===== config.mk =====
export PLATFORM = sky130hd
export DESIGN_NAME = ppsf_seq
export DESIGN_NICKNAME = d
export VERILOG_FILES = /design/src/rtl/ppsf_pkg.sv /design/src/rtl/ppsf_seq.sv
export SDC_FILE = /design/constraint.sdc
export NUM_CORES = 1
export LEC_CHECK = 0
export BUFFER_PORTS_ARGS = -buffer_cell sky130_fd_sc_hd__buf_2
export CAP_MARGIN = 20
export CELL_PAD_IN_SITES_DETAIL_PLACEMENT = 1
export CELL_PAD_IN_SITES_GLOBAL_PLACEMENT = 2
export CORE_ASPECT_RATIO = 2
export CORE_UTILIZATION = 40
export DETAILED_ROUTE_END_ITERATION = 10
export PLACE_DENSITY_LB_ADDON = 0.1
export REMOVE_ABC_BUFFERS = 1
export SETUP_SLACK_MARGIN = 0.4
export SYNTH_ARGS = -nofsm -noshare
export SYNTH_HDL_FRONTEND = slang
export SYNTH_SLANG_ARGS = --single-unit

===== constraint.sdc =====
create_clock -name ref_clk -period 8 [get_ports ref_clk]
set_input_delay 2 -clock ref_clk [delete_from_list [all_inputs] [get_ports ref_clk]]
set_output_delay 2 -clock ref_clk [all_outputs]
set_load 0.005 [all_outputs]

===== src/rtl/ppsf_pkg.sv =====
// Shared constants, states and carrier types for the push-pull soft-start sequencer.
package ppsf_pkg;

    // Oscillator cycles kept silent after a fault clears or after reset, plus the entry cycle.
    localparam int unsigned PPSF_HOLD_CYCLES = 58;
    // Sync-only cycles emitted before the first drive pulse.
    localparam int unsigned PPSF_SYNC_CYCLES = 2;
    // Number of soft-start steps before full width is allowed.
    localparam int unsigned PPSF_SS_STEPS = 7;
    // Width of the charge-phase length counter in reference clocks.
    localparam int unsigned PPSF_CNT_W = 12;
    // Width of the cycle counter used for the hold and sync phases.
    localparam int unsigned PPSF_CYC_W = 6;
    // Width of the soft-start step counter.
    localparam int unsigned PPSF_STEP_W = 3;
    // Shift that turns step times length into a fraction of the length (eighths).
    localparam int unsigned PPSF_FRAC_SH = 3;

    // Sequencer states.
    typedef enum logic [1:0] {
        PPSF_HOLD,
        PPSF_SYNC,
        PPSF_RAMP,
        PPSF_RUN
    } ppsf_state_type;

    // Output pins carried together so they are always registered on the same edge.
    typedef struct packed {
        logic drive_a;
        logic drive_b;
        logic sync;
    } ppsf_pins_type;

endpackage


===== src/rtl/ppsf_seq.sv =====
// Push-pull toggle stage, sync output and fault/soft-start sequencer.
`timescale 1ns/1ps

module ppsf_seq
    import ppsf_pkg::*;
(
    input wire logic ref_clk, // Reference clock, 25 MHz.
    input wire logic rstn, // Undervoltage lockout, synchronous, active low.
    input wire logic osc_discharge, // High while the oscillator discharges its timing capacitor.
    input wire logic over_current, // High while the current-sense comparator trips.
    output logic drive_out_a, // Gate drive A, registered.
    output logic drive_out_b, // Gate drive B, registered.
    output logic sync_pulse_out // Sync to the secondary controller, registered.
);

    // Sequencer state and its next value.
    ppsf_state_type state_reg, state_next;
    // Oscillator cycle counter for the hold and sync phases.
    logic [PPSF_CYC_W-1:0] cyc_cnt_reg, cyc_cnt_next;
    // Soft-start step, 1 to 7 while ramping.
    logic [PPSF_STEP_W-1:0] ss_step_reg, ss_step_next;
    // Toggle selecting which output may pulse in the current cycle.
    logic side_reg;
    // Previous sample of the discharge input, for edge detection.
    logic dis_prev_reg;
    // Reference clocks elapsed in the present charge phase.
    logic [PPSF_CNT_W-1:0] chg_cnt_reg;
    // Length of the last complete charge phase.
    logic [PPSF_CNT_W-1:0] chg_len_reg;
    // Registered output pins and their next value.
    ppsf_pins_type pins_reg, pins_next;

    // A new oscillator cycle begins when the discharge interval starts.
    wire logic cycle_start = osc_discharge & ~dis_prev_reg;
    // Counter limits narrowed to the counter width.
    wire logic [PPSF_CYC_W-1:0] hold_last = PPSF_CYC_W'(PPSF_HOLD_CYCLES - 1);
    wire logic [PPSF_CYC_W-1:0] sync_last = PPSF_CYC_W'(PPSF_SYNC_CYCLES - 1);
    wire logic [PPSF_STEP_W-1:0] ss_last = PPSF_STEP_W'(PPSF_SS_STEPS);
    // Allowed pulse width during the ramp, in eighths of the last charge length.
    // Both factors are widened first, so the product keeps every bit.
    wire logic [PPSF_CNT_W+PPSF_STEP_W-1:0] ss_prod =
        (PPSF_CNT_W+PPSF_STEP_W)'(chg_len_reg) * (PPSF_CNT_W+PPSF_STEP_W)'(ss_step_reg);
    wire logic [PPSF_CNT_W-1:0] ss_width = PPSF_CNT_W'(ss_prod >> PPSF_FRAC_SH);
    // Leading edge is held back until only the allowed width remains.
    wire logic [PPSF_CNT_W-1:0] ss_blank = chg_len_reg - ss_width;
    wire logic width_ok = (state_next == PPSF_RUN) ||
                          ((state_next == PPSF_RAMP) && (chg_cnt_reg >= ss_blank));
    // Drives may switch only in ramp or run; sync runs in sync, ramp and run.
    wire logic sync_active = (state_next != PPSF_HOLD);
    wire logic drive_phase = ~osc_discharge & ~over_current & width_ok;
    // The toggle flips at every cycle start so each output sees half the rate.
    wire logic side_next = cycle_start ? ~side_reg : side_reg;

    // Sequencer: hold off, sync-only cycles, seven-step ramp, then full width.
    always_comb begin
        state_next = state_reg;
        cyc_cnt_next = cyc_cnt_reg;
        ss_step_next = ss_step_reg;
        if (over_current) begin
            // Any trip restarts the whole hold-off; counting resumes once it clears.
            state_next = PPSF_HOLD;
            cyc_cnt_next = '0;
        end else if (cycle_start) begin
            unique case (state_reg)
                PPSF_HOLD: begin
                    // Stay silent for the hold-off, then move to sync-only cycles.
                    if (cyc_cnt_reg == hold_last) begin
                        state_next = PPSF_SYNC;
                        cyc_cnt_next = '0;
                    end else begin
                        cyc_cnt_next = cyc_cnt_reg + 1'b1;
                    end
                end
                PPSF_SYNC: begin
                    // Sync pulses lead the first drive pulse by whole cycles.
                    if (cyc_cnt_reg == sync_last) begin
                        state_next = PPSF_RAMP;
                        ss_step_next = PPSF_STEP_W'(1);
                    end else begin
                        cyc_cnt_next = cyc_cnt_reg + 1'b1;
                    end
                end
                PPSF_RAMP: begin
                    // One step per oscillator cycle until the last step.
                    if (ss_step_reg == ss_last) begin
                        state_next = PPSF_RUN;
                    end else begin
                        ss_step_next = ss_step_reg + 1'b1;
                    end
                end
                PPSF_RUN: begin
                    // Full width until the next fault or lockout.
                    state_next = PPSF_RUN;
                end
            endcase
        end
    end

    // Output pins: sync tracks discharge, drives fill the charge phase of their turn.
    always_comb begin
        pins_next.sync = sync_active & osc_discharge;
        pins_next.drive_a = drive_phase & ~side_next;
        pins_next.drive_b = drive_phase & side_next;
    end

    // Sequencer and toggle registers.
    always_ff @(posedge ref_clk) begin
        if (!rstn) begin
            state_reg <= PPSF_HOLD;
            cyc_cnt_reg <= '0;
            ss_step_reg <= '0;
            side_reg <= 1'b0;
            // Tracks the pin through lockout, so release cannot fake a cycle start.
            dis_prev_reg <= osc_discharge;
        end else begin
            state_reg <= state_next;
            cyc_cnt_reg <= cyc_cnt_next;
            ss_step_reg <= ss_step_next;
            side_reg <= side_next;
            dis_prev_reg <= osc_discharge;
        end
    end

    // Charge-phase length measurement; saturates so a slow oscillator cannot wrap it.
    always_ff @(posedge ref_clk) begin
        if (!rstn) begin
            chg_cnt_reg <= '0;
            chg_len_reg <= '0;
        end else begin
            if (osc_discharge) begin
                chg_cnt_reg <= '0;
            end else if (chg_cnt_reg != '1) begin
                chg_cnt_reg <= chg_cnt_reg + 1'b1;
            end
            if (cycle_start) begin
                chg_len_reg <= chg_cnt_reg;
            end
        end
    end

    // Registered pins; all low during lockout.
    always_ff @(posedge ref_clk) begin
        if (!rstn) begin
            pins_reg <= '0;
        end else begin
            pins_reg <= pins_next;
        end
    end

    assign drive_out_a = pins_reg.drive_a;
    assign drive_out_b = pins_reg.drive_b;
    assign sync_pulse_out = pins_reg.sync;

    // Checking helpers: which output pulsed last (1 = B) and whether any pulse was seen
    // since the last lockout or trip. A trip restarts the pairing, because the toggle keeps
    // running through the hold-off and the next pulse may then come from either side.
    logic last_b_reg;
    logic pulse_seen_reg;
    always_ff @(posedge ref_clk) begin
        if (!rstn || over_current) begin
            last_b_reg <= 1'b0;
            pulse_seen_reg <= 1'b0;
        end else if (drive_out_a) begin
            last_b_reg <= 1'b0;
            pulse_seen_reg <= 1'b1;
        end else if (drive_out_b) begin
            last_b_reg <= 1'b1;
            pulse_seen_reg <= 1'b1;
        end
    end
endmodule


# == Word level (Yosys, flattened, before mapping) ==
# Index checks and enable logic that the tools add are counted.
# op_classes
mux,13
addsub,4
n_bitwise,12
mul,1
magnitude_cmp,1
eq_ne,12
reduce_logical,10
# ops
op,n
$mul 12x3->15,1
$add 12x1->12 const B,1
$ge 12x12->1,1
$mux 6,2
$ne 12x12->1 const B,1
$pmux 6 s2,1
$sub 12x12->12,1
$mux 2,5
$eq 2x2->1 const B,4
$pmux 2 s4,1
$add 6x1->6 const B,1
$and 1x1->1,6
$eq 6x1->1 const B,1
$eq 6x6->1 const B,1
$mux 3,2
$ne 2x2->1 const B,3
$not 1->1,6
$pmux 3 s2,1
$reduce_bool 2->1,3
$reduce_and 5->1,1
$reduce_or 2->1,2
$add 3x1->3 const B,1
$eq 3x3->1 const B,1
$reduce_and 3->1,1
5 further kinds,5
# totals
reg_bits,40
wordCells,63
out_inout_bits,3

# == Longest topological paths before layout ==
# Gate-level depths: netlist (run 1).
# depth
depth_word,10
ltp_mapped,24

# == Worst setup path after synthesis (run 1) ==
# Ideal clock, no wire load.
# synth_path
path_type,reg-to-reg
start,register ss_step_reg[2]
end,register pins_reg (netlist bit drive_out_b)
t_required_ns,7.912
arrival_time_ns,4.652
setup_slack_ns,3.260
setup_ns,0.088
period_less_slack_ns,4.740
stages_incl_launch_ff,23
path_cell_list,dfxtp_1 > clkbuf_1 > nand2_1 > fa_1 > inv_1 > ha_1 > nand4_1 > o21ai_0 > a21o_1 > a21oi_1 > xor2_1 > ha_1 > o21ai_0 > nor2b_1 > a21oi_1 > a21oi_1 > nor4b_1 > nor3_1 > ha_1 > nand3_1 > o41ai_1 > nor3_1 > nor4_2
# synth_between
elab_chain_len,10
word_cells_on_any_way,14
cone_classes,add/sub: 1; mul: 1; order compare: 1; eq/ne: 3; mux: 4; bitwise: 2; reduce/logical: 2
# synth_rtl
element,line,rtl
"start, declared",ppsf_seq.sv:21,"logic [PPSF_STEP_W-1:0] ss_step_reg, ss_step_next;"
"start signal, assigned",ppsf_seq.sv:118,ss_step_reg <= ss_step_next;
branches (longest 7 deep; another with $mul 12x3->15),-,
$logic_or 1x1->1 (*),ppsf_seq.sv:46,wire logic width_ok = (state_next == PPSF_RUN) ||
$and 1x1->1 (*),ppsf_seq.sv:50,wire logic drive_phase = ~osc_discharge & ~over_current & width_ok;
$and 1x1->1 (*),ppsf_seq.sv:103,pins_next.drive_b = drive_phase & side_next;
"end signal, assigned",ppsf_seq.sv:146,pins_reg <= pins_next;
"end, declared",ppsf_seq.sv:31,"ppsf_pins_type pins_reg, pins_next;"
# Mark *: on every way between the ends.
# A chain may end at the register's enable or synchronous reset.

# == Worst setup path in the final report (run 1) ==
# layout_path
start,register ss_step_reg[1]
end,register pins_reg (netlist bit drive_out_b)
# The elaborated chain is that of the path after synthesis.

==> results of run 1 <==
==> Yosys cell counts (2+ instances only) <==
| library cell | instances | area (sq um) |
|---|---|---|
| inv_1 | 32 | 120 |
| nand3_1 | 11 | 55.1 |
| a21o_1 | 12 | 90.1 |
| a31oi_1 | 2 | 12.5 |
| a21oi_1 | 40 | 200 |
| and4b_1 | 2 | 20.0 |
| and2_1 | 7 | 43.8 |
| ha_1 | 45 | 563 |
| xnor2_1 | 11 | 96.3 |
| or2_0 | 2 | 12.5 |
| nor2b_1 | 5 | 31.3 |
| o211ai_1 | 2 | 15.0 |
| o21ai_0 | 11 | 55.1 |
| nand2_1 | 73 | 274 |
| mux2i_1 | 3 | 30.0 |
| nand2b_1 | 8 | 50.1 |
| and4_1 | 2 | 17.5 |
| clkbuf_1 | 10 | 37.5 |
| nor2_1 | 32 | 120 |
| nand4_1 | 6 | 37.5 |
| dfxtp_1 | 40 | 801 |
| and3_1 | 5 | 31.3 |
| xor2_1 | 18 | 158 |
| nor3_1 | 8 | 40.0 |
| o21a_1 | 3 | 22.5 |
| fa_1 | 12 | 240 |
| nor4_1 | 4 | 25.0 |
| a211oi_1 | 7 | 52.6 |
==> worst max-delay path, stage by stage (launching register included) <==
cell     delay, ns
dfxtp_1       0.62
nand2_1       0.15
fa_1          0.54
inv_1         0.05
ha_1          0.35
nand4_1       0.10
o21ai_0       0.47
a21o_1        0.19
a21oi_1       0.07
xor2_1        0.23
ha_1          0.31
o21ai_0       0.20
nor2b_1       0.16
a21oi_1       0.05
a21oi_1       0.38
nor4b_1       0.29
nor3_1        0.11
ha_1          0.30
nand3_1       0.10
o41ai_1       0.39
nor3_1        0.12
nor4_2        0.24
==> power breakdown <==
part | internal, mW | switching (mW) | total [mW]
Combinational | 0.00573 | 0.0118 | 0.0176
Sequential | 0.201 | 0.00225 | 0.203
Clock | 0.164 | 0.0826 | 0.247
==> cell type report <==
class | count | area, sq um | area share (%)
multi-input combinational | 350 | 2470 | 66.1
sequential | 40 | 801 | 21.4
clock buffer | 7 | 153 | 4.08
inverter | 33 | 124 | 3.31
tap | 98 | 123 | 3.28
timing repair buffer | 7 | 37.5 | 1.00
clock inverter | 1 | 30.0 | 0.803
==> logic make-up (layout without fill, tap and decap cells) <==
group                    Yosys count  count (layout)
multiplexers                       3               3
buffers and inverters             44              48
adder cells (fa/ha/maj)           57              57
flip-flops                        40              40
AO/OA/AOI/OAI                     90              90
AND/OR/NAND/NOR                  171             171
XOR/XNOR                          29              29
==> metrics by stage <==
stage / hold slack [ns] / util [%] / std cells
final: 0.508 / 45.1 / 536
after global routing: 0.544 / 45.1 / 536
after CTS: 0.507 / 45.1 / 536
after detailed placement: 0.491 / 42.9 / 528
after global placement: 0.491 / 42.9 / 528
after floorplan: 0.458 / - / 423
==> final timing paths <==
check,end
setup / recovery,drive_out_b
hold / removal,drive_out_b
setup reg to reg,drive_out_b
hold reg to reg,drive_out_b
==> layer usage <==
layer	share of wire (%)	wire (um)	track usage, %	vias up
li1	-	-	-	1501
met1	37	3420	23.6	1467
met3	0.97	90	1.80	20
met2	58	5400	44.3	25
met5	0	0	0	-
met4	4.2	394	11.7	0
==> flow_summary.yaml, run 1 <==
worst_setup_path:
  critPathKind: "reg -> reg"
  critPathLaunch: "ss_step_reg[1]"
  reg2reg_from: "ss_step_reg[1]"
  worst_ep_arrival_time_ns: 5.71
  critPathCaptureType: "flip-flop"
  cp_max_fo: 14
  ff2ff_path_depth: 21
  critPathRequiredTime_ns: 8.19
  startpoint_type: "flip-flop"
  rrSetupSlack_ns: 2.48
die:
  initial_core_util_pct: 41.5
  die_area_sq_mm: 0.00900
  die_h_um: 133
  ios: 7
  placementRows: 47
  core_area_sq_mm: 0.00829
  die_x_um: 67.6
place:
  dp_slack_ns: 2.39
  gp_congestion: 0.845
  place_area_sq_mm: 0.00356
  dp_hpwl_um: 7580
  portBuffers: 6
timing:
  setup_slack_ns: 2.48
  post-route-period-util_pct: 69.0
  min_period_ns: 5.52
  slew_viol_final: 0
  hold_viol: 0
  rsz0062_at_grt: "no"
  clock_skew_ns: 0.00445
  finalSetupViolCount: 0
  slew_headroom_pct: 48.2
  max_freq_mhz: 181
  tns_ns: 0
  worst_pin_slew_ns: 0.765
global_routing:
  grt_overflow: 0
  grt_max_degree: 18
  grt_pass1_wl_um: 15800
  antenna_found_initial: 0
  grt_usage_pct: 23.3
  grt_pass1_vias: 3291
pwr:
  power_uw: 468
  p_per_area_mw_per_mm2: 125
  power.leakage_nw: 1.70
  ir_worst_vdd_uv: 186
synthesis:
  synth_warnings: 0
  synthFlopType: "dfxtp_1"
  syn_inst: 434
  synth-edff-count: 0
  synth_adder_area_share_pct: 23.4
  ys_ff_latch: 40
  synthSimpleGateAreaFrac_pct: 23.8
  syn-cell-area_sq_mm: 0.00344
  synth_mux_area_share_pct: 0.873
  avgSynthCellArea_sq_um: 7.93
  synth_async_sr_flop_share_pct: 0
  synth_top_family_by_area: "simple AND/OR/NAND/NOR gates"
  synth_compound_area_share_pct: 16.5
  yosysSeqAreaShare_pct: 23.3
  synth-xor-area-share_pct: 7.38
  synth_cell_types: 49
route:
  drt_pre_antenna_iters: 4
  drc: 0
  drtIter0Drc: 88
  drt-total-wl_um: 9310
  wl_per_cell_um: 17.4
  via_count: 3013
  vias_per_cell: 5.62
  ant_nets: 0
layout:
  final_area_sq_mm: 0.00374
  layout_common_cells: "73 x nand2_1, 45 x ha_1, 40 x a21oi_1, 40 x dfxtp_1"
  nets: 498
  drive_gt1_share_pct: 4.34
  final_common_cell: "nand2_1"
  n_fill_cell: 1027
  insertedDiodeCount: 0
  areaGrowthSynthToFinish_pct: 8.73
clocking:
  h-tree-depth: 2
  clk_latency_ns: 0.29
  cts_tree: "yes"
  cts_root_buf: "clkbuf_16"
  ctsResizeCount: 0
  cts_hold_buf: 0
  postCtsSetupBuffers: 0
  cts_num_sinks: 40
  path_clk_slew_ns: 0.06
  cts_made_buffers: 5
  clk_path_buf_depth: 2
min_path:
  hold_class: "reg -> reg"
  hold_start: "side_reg"
  hold_depth: 2
run_status:
  status: "finished, final reports clean"
flow_run:
  drv_cap: 0
No activity file was read; power rests on OpenSTA's default activity.
==> run 2: changes to the inputs <==
- CORE_UTILIZATION: 40 -> 35
- clock period: 8 -> 4.6 ns (I/O delays scaled with it)
==> flow_summary.yaml, run 2 (synthesis results as in run 1) <==
route:
  wl_per_cell_um: 15.5
  vias_per_cell: 5.12
  drt-total-wl_um: 9900
  drt_pre_antenna_iters: 4
  ant_nets: 0
  drc: 0
  via_count: 3274
  drtIter0Drc: 67
layout:
  nets: 569
  final-seq-area_sq_um: 815
  final_common_cell: "nand2_1"
  areaGrowthSynthToFinish_pct: 31.6
  drive_gt1_share_pct: 24.0
  multi_input_area_sq_mm: 0.00263
  insertedDiodeCount: 0
  layout_common_cells: "73 x nand2_1, 69 x buf_4, 42 x ha_1, 35 x dfxtp_1"
  n_fill_cell: 1156
worst_setup_path:
  path_buf_inv: 2
  critPathCaptureType: "flip-flop"
  worst_ep_arrival_time_ns: 4.82
  critPathKind: "reg -> reg"
  max_stage_delay_ns: 0.48
  startpoint_type: "flip-flop"
  critical-path-top-delay-family: "adder cells"
  cp_slowest_cell: "fa_1"
  critPathRequiredTime_ns: 4.80
  cp_max_fo: 5
  cp_cell_sequence: "and2_4, fa_1, nand3_2, nor2_2, fa_2, a21o_1, a221oi_4, buf_4, xor2_1, ha_1, o21ai_1, nor2b_2, a21oi_2, a21oi_2, buf_4, o21ai_1, xnor2_1, ha_1, nand3_2, o41ai_2, nor3_2, nor4_2"
timing:
  max_freq_mhz: 216
  hold_viol: 0
  slew_viol_final: 0
  rsz0062_at_grt: "yes"
  finalSetupViolCount: 1
  clock_skew_ns: 0.00556
  post-route-period-util_pct: 100
  worst_pin_slew_ns: 0.812
  tns_ns: -0.0203
  slew_headroom_pct: 45.0
  min_period_ns: 4.62
  setup_slack_ns: -0.0203
run_status:
  status: "complete, but fails checks"
  failed_checks: "negative setup slack"
pwr:
  pwr-share-comb_pct: 3.8
  p_int_uw: 726
  pwr-share-clk_pct: 57.1
  power_uw: 899
  p_per_area_mw_per_mm2: 199
  power.leakage_nw: 2.10
  p_seq_share_pct: 39.1
  power_switching_uw: 173
  swShare_pct: 19.2
  ir_worst_vdd_uv: 248
clocking:
  clk_path_buf_depth: 2
  cts_tree: "yes"
  cts_hold_buf: 0
  cts_made_buffers: 5
  cts_num_sinks: 40
  path_clk_slew_ns: 0.06
  clk_latency_ns: 0.29
  cts_root_buf: "clkbuf_16"
  h-tree-depth: 2
global_routing:
  grt_usage_pct: 21.2
  grt_pass1_vias: 3572
  grt_pass1_wl_um: 17000
  grt_max_degree: 18
  grt_overflow: 0
  antenna_found_initial: 0
die:
  die_x_um: 72.1
  die_h_um: 142
  ios: 7
  initial_core_util_pct: 36.4
  placementRows: 50
  die_area_sq_mm: 0.0103
  core_area_sq_mm: 0.00945
place:
  gp_congestion: 0.908
  dp_hpwl_um: 8170
  portBuffers: 6
min_path:
  hold_class: "reg -> reg"
flow_run:
  drv_cap: 0
-- run 2: path summary, 6_finish.rpt --
path,startpoint,endpoint,slack [ns],cells past startpoint
worst max-delay path,ss_step_reg[0],drive_out_b,-0.02,22
worst min register to register,side_reg,drive_out_b,0.51,2
worst max register to register,ss_step_reg[0],drive_out_b,-0.02,22
worst min-delay path,side_reg,drive_out_b,0.51,2
-- run 2: power groups by stage --
stage | Combinational, mW | Clock, mW | Sequential [mW]
floorplan | 0.0200 | 0 | 0.360
global placement | 0.0328 | 0 | 0.361
detailed placement | 0.0336 | 0 | 0.361
CTS | 0.0356 | 0.522 | 0.351
global route | 0.0385 | 0.535 | 0.352
finish | 0.0341 | 0.513 | 0.351
-- run 2: timing repair --
action	in CTS	in global routing
endpoints found under the hold margin	0	0
gates resized for setup	37	6
endpoints found under the setup margin	2	2
setup buffers	9	2
pin swaps	28	9
-- run 2: layout make-up --
cell class              count  area share, %
clock buffers               5           2.76
repair buffers             78           12.9
clock inverters             3           1.99
flip-flops and latches     40           18.0
multi-input cells         350           58.1
inverters                  33           2.74
well taps                 130           3.59
-- run 2: per-stage QoR --
| step | cell area [sq um] | hold slack, ns | utilization [%] | instances | worst slack, ns |
|---|---|---|---|---|---|
| after floorplan | 3400 | 0.458 | - | 423 | -0.0290 |
| after global placement | 4050 | 0.475 | 42.8 | 620 | -0.316 |
| after detailed placement | 4050 | 0.494 | 42.8 | 620 | -0.419 |
| after CTS | 4490 | 0.516 | 47.5 | 637 | -0.0682 |
| after global routing | 4530 | 0.546 | 47.9 | 639 | -0.278 |
| final | 4530 | 0.511 | 47.9 | 639 | -0.0203 |
-- run 2: routing by layer --
metal	vias to the layer above	global-route usage, %	share of wire, %
li1	1642	-	-
met1	1602	22.3	38
met2	19	42.4	59
met3	11	1.49	0.85
met4	0	6.81	2.2
met5	-	0	0
-- run 2: worst min-delay path, delay by kind of cell, from the launching register on --
family | cells | cell delay (ns)
and+or+nand+nor | 2 | 0.14
DFF | 1 | 0.33
==> run 3: changes to the inputs <==
- CORE_ASPECT_RATIO: 2 -> not set
==> flow_summary.yaml, run 3 (synthesis results as in run 1) <==
run_status:
  status: "finished, final reports clean"
worst_setup_path:
  critPathKind: "reg -> reg"
  critPathCaptureType: "flip-flop"
  critPathRequiredTime_ns: 4.82
  cp_slowest_cell: "fa_1"
  ff2ff_path_depth: 22
  startpoint_type: "flip-flop"
  path_buf_inv: 0
  critical-path-top-delay-family: "adder cells"
  max_stage_delay_ns: 0.46
  critPathLaunch: "ss_step_reg[2]"
  cp_max_fo: 7
  reg2reg_from: "ss_step_reg[2]"
  crit_cells: 22
  cp_cell_sequence: "and2_4, fa_1, nand3_2, nor2_2, fa_2, a21o_1, a221oi_4, o21ai_2, a21o_1, a21oi_2, xor2_1, ha_2, a21oi_1, nor2_1, nor2_1, o21ai_1, xnor2_1, ha_1, nand3_2, o41ai_2, nor3_2, nor4_2"
  worst_ep_arrival_time_ns: 4.75
route:
  ant_nets: 0
  wl_per_cell_um: 15.3
  met1_length_um: 4880
  met3WireLength_um: 77
  met2_length_um: 4630
  drt-total-wl_um: 9690
  vias_per_cell: 5.00
  drc: 0
  drt_pre_antenna_iters: 4
  via_count: 3170
  drtIter0Drc: 90
  highest_layer: "met4"
layout:
  insertedDiodeCount: 0
  final_common_cell: "nand2_1"
  nets: 565
  drive_gt1_share_pct: 25.3
  layout_common_cells: "70 x nand2_1, 65 x buf_4, 41 x ha_1, 34 x a21oi_1, 32 x dfxtp_1"
  areaGrowthSynthToFinish_pct: 28.1
  n_fill_cell: 1181
die:
  ios: 7
  die_x_um: 101
  die_h_um: 101
  die_area_sq_mm: 0.0102
  placementRows: 35
  initial_core_util_pct: 36.7
  core_area_sq_mm: 0.00937
timing:
  setup_slack_ns: 0.0710
  rsz0062_at_grt: "yes"
  tns_ns: 0
  hold_viol: 0
  finalSetupViolCount: 0
  slew_headroom_pct: 45.0
  post-route-period-util_pct: 98.5
  max_freq_mhz: 221
  worst_pin_slew_ns: 0.812
  clock_skew_ns: 0.00805
  slew_viol_final: 0
  min_period_ns: 4.53
clocking:
  clk_path_buf_depth: 2
  h-tree-depth: 2
  cts_hold_buf: 0
  cts_num_sinks: 40
  cts_made_buffers: 5
  clk_latency_ns: 0.30
  cts_root_buf: "clkbuf_8"
  path_clk_slew_ns: 0.09
  cts_tree: "yes"
place:
  dp_hpwl_um: 7540
  dp_slack_ns: -0.372
  portBuffers: 6
  gp_congestion: 0.873
flow_run:
  drv_cap: 0
pwr:
  power.leakage_nw: 2.03
  ir_worst_vdd_uv: 138
  p_per_area_mw_per_mm2: 143
  power_uw: 630
global_routing:
  grt_usage_pct: 20.5
  grt_max_degree: 18
  grt_pass1_wl_um: 16500
  grt_overflow: 0
  grt_pass1_vias: 3389
  antenna_found_initial: 0
min_path:
  hold_start: "side_reg"
  hold_class: "reg -> reg"
  hold_depth: 2
## run 3: cell types whose count changed in the layout (fill, tap and decap cells not counted), sizes merged
cell	delta
buf	-4
inv	+1
bufinv	-3
clkinvlp	+1
clkinv	+1
## run 3: timing repair
action                                  CTS  global route
setup buffers                            15             1
endpoints found under the setup margin    2             2
pin swaps                                30             6
gates resized for setup                  45            10
## run 3: final cells by class
| cell class | count | area [sq um] | area share (%) |
|---|---|---|---|
| Clock buffer | 5 | 68.8 | 1.56 |
| Clock inverter | 3 | 21.3 | 0.483 |
| Inverter | 33 | 124 | 2.81 |
| Multi-Input combinational cell | 350 | 2660 | 60.4 |
| Sequential cell | 40 | 818 | 18.6 |
| Tap cell | 129 | 161 | 3.66 |
| Timing Repair Buffer | 74 | 552 | 12.5 |
## run 3: worst reg2reg max path: cells and delay by family (launching register included)
kind	cells	cell delay, ns
xor gates and xnor gates	2	0.32
AOI/OAI and AO/OA	8	1.47
DFF	1	0.38
adders and majority gates	4	1.54
and+or+nand+nor	8	0.73
## run 3: power by group
group          internal, mW  total (mW)  switching (mW)  leakage, nW
registers             0.347       0.351         0.00360        0.328
clock network         0.108       0.245           0.138       0.0445
logic                0.0117      0.0337          0.0220         1.65
total                 0.467       0.630           0.163         2.03
## run 3: final timing paths
| path | endpoint | slack (ns) |
|---|---|---|
| worst max-delay path | drive_out_b | 0.07 |
| worst min-delay path | drive_out_b | 0.51 |
| worst max register to register | drive_out_b | 0.07 |
| worst min register to register | drive_out_b | 0.51 |
## run 3: metrics by stage
stage	hold slack [ns]	cell area [sq um]	util [%]	instances
after floorplan	0.458	3400	-	423
after global placement	0.479	3980	42.5	610
after detailed placement	0.494	3980	42.5	610
after CTS	0.519	4360	46.5	633
after global routing	0.543	4410	47.0	634
final	0.512	4410	47.0	634
## run 3: metal layers
metal	track usage, %	vias up
li1	-	1637
met1	28.1	1512
met2	34.6	12
met3	2.07	9
met4	4.91	0
met5	0	-
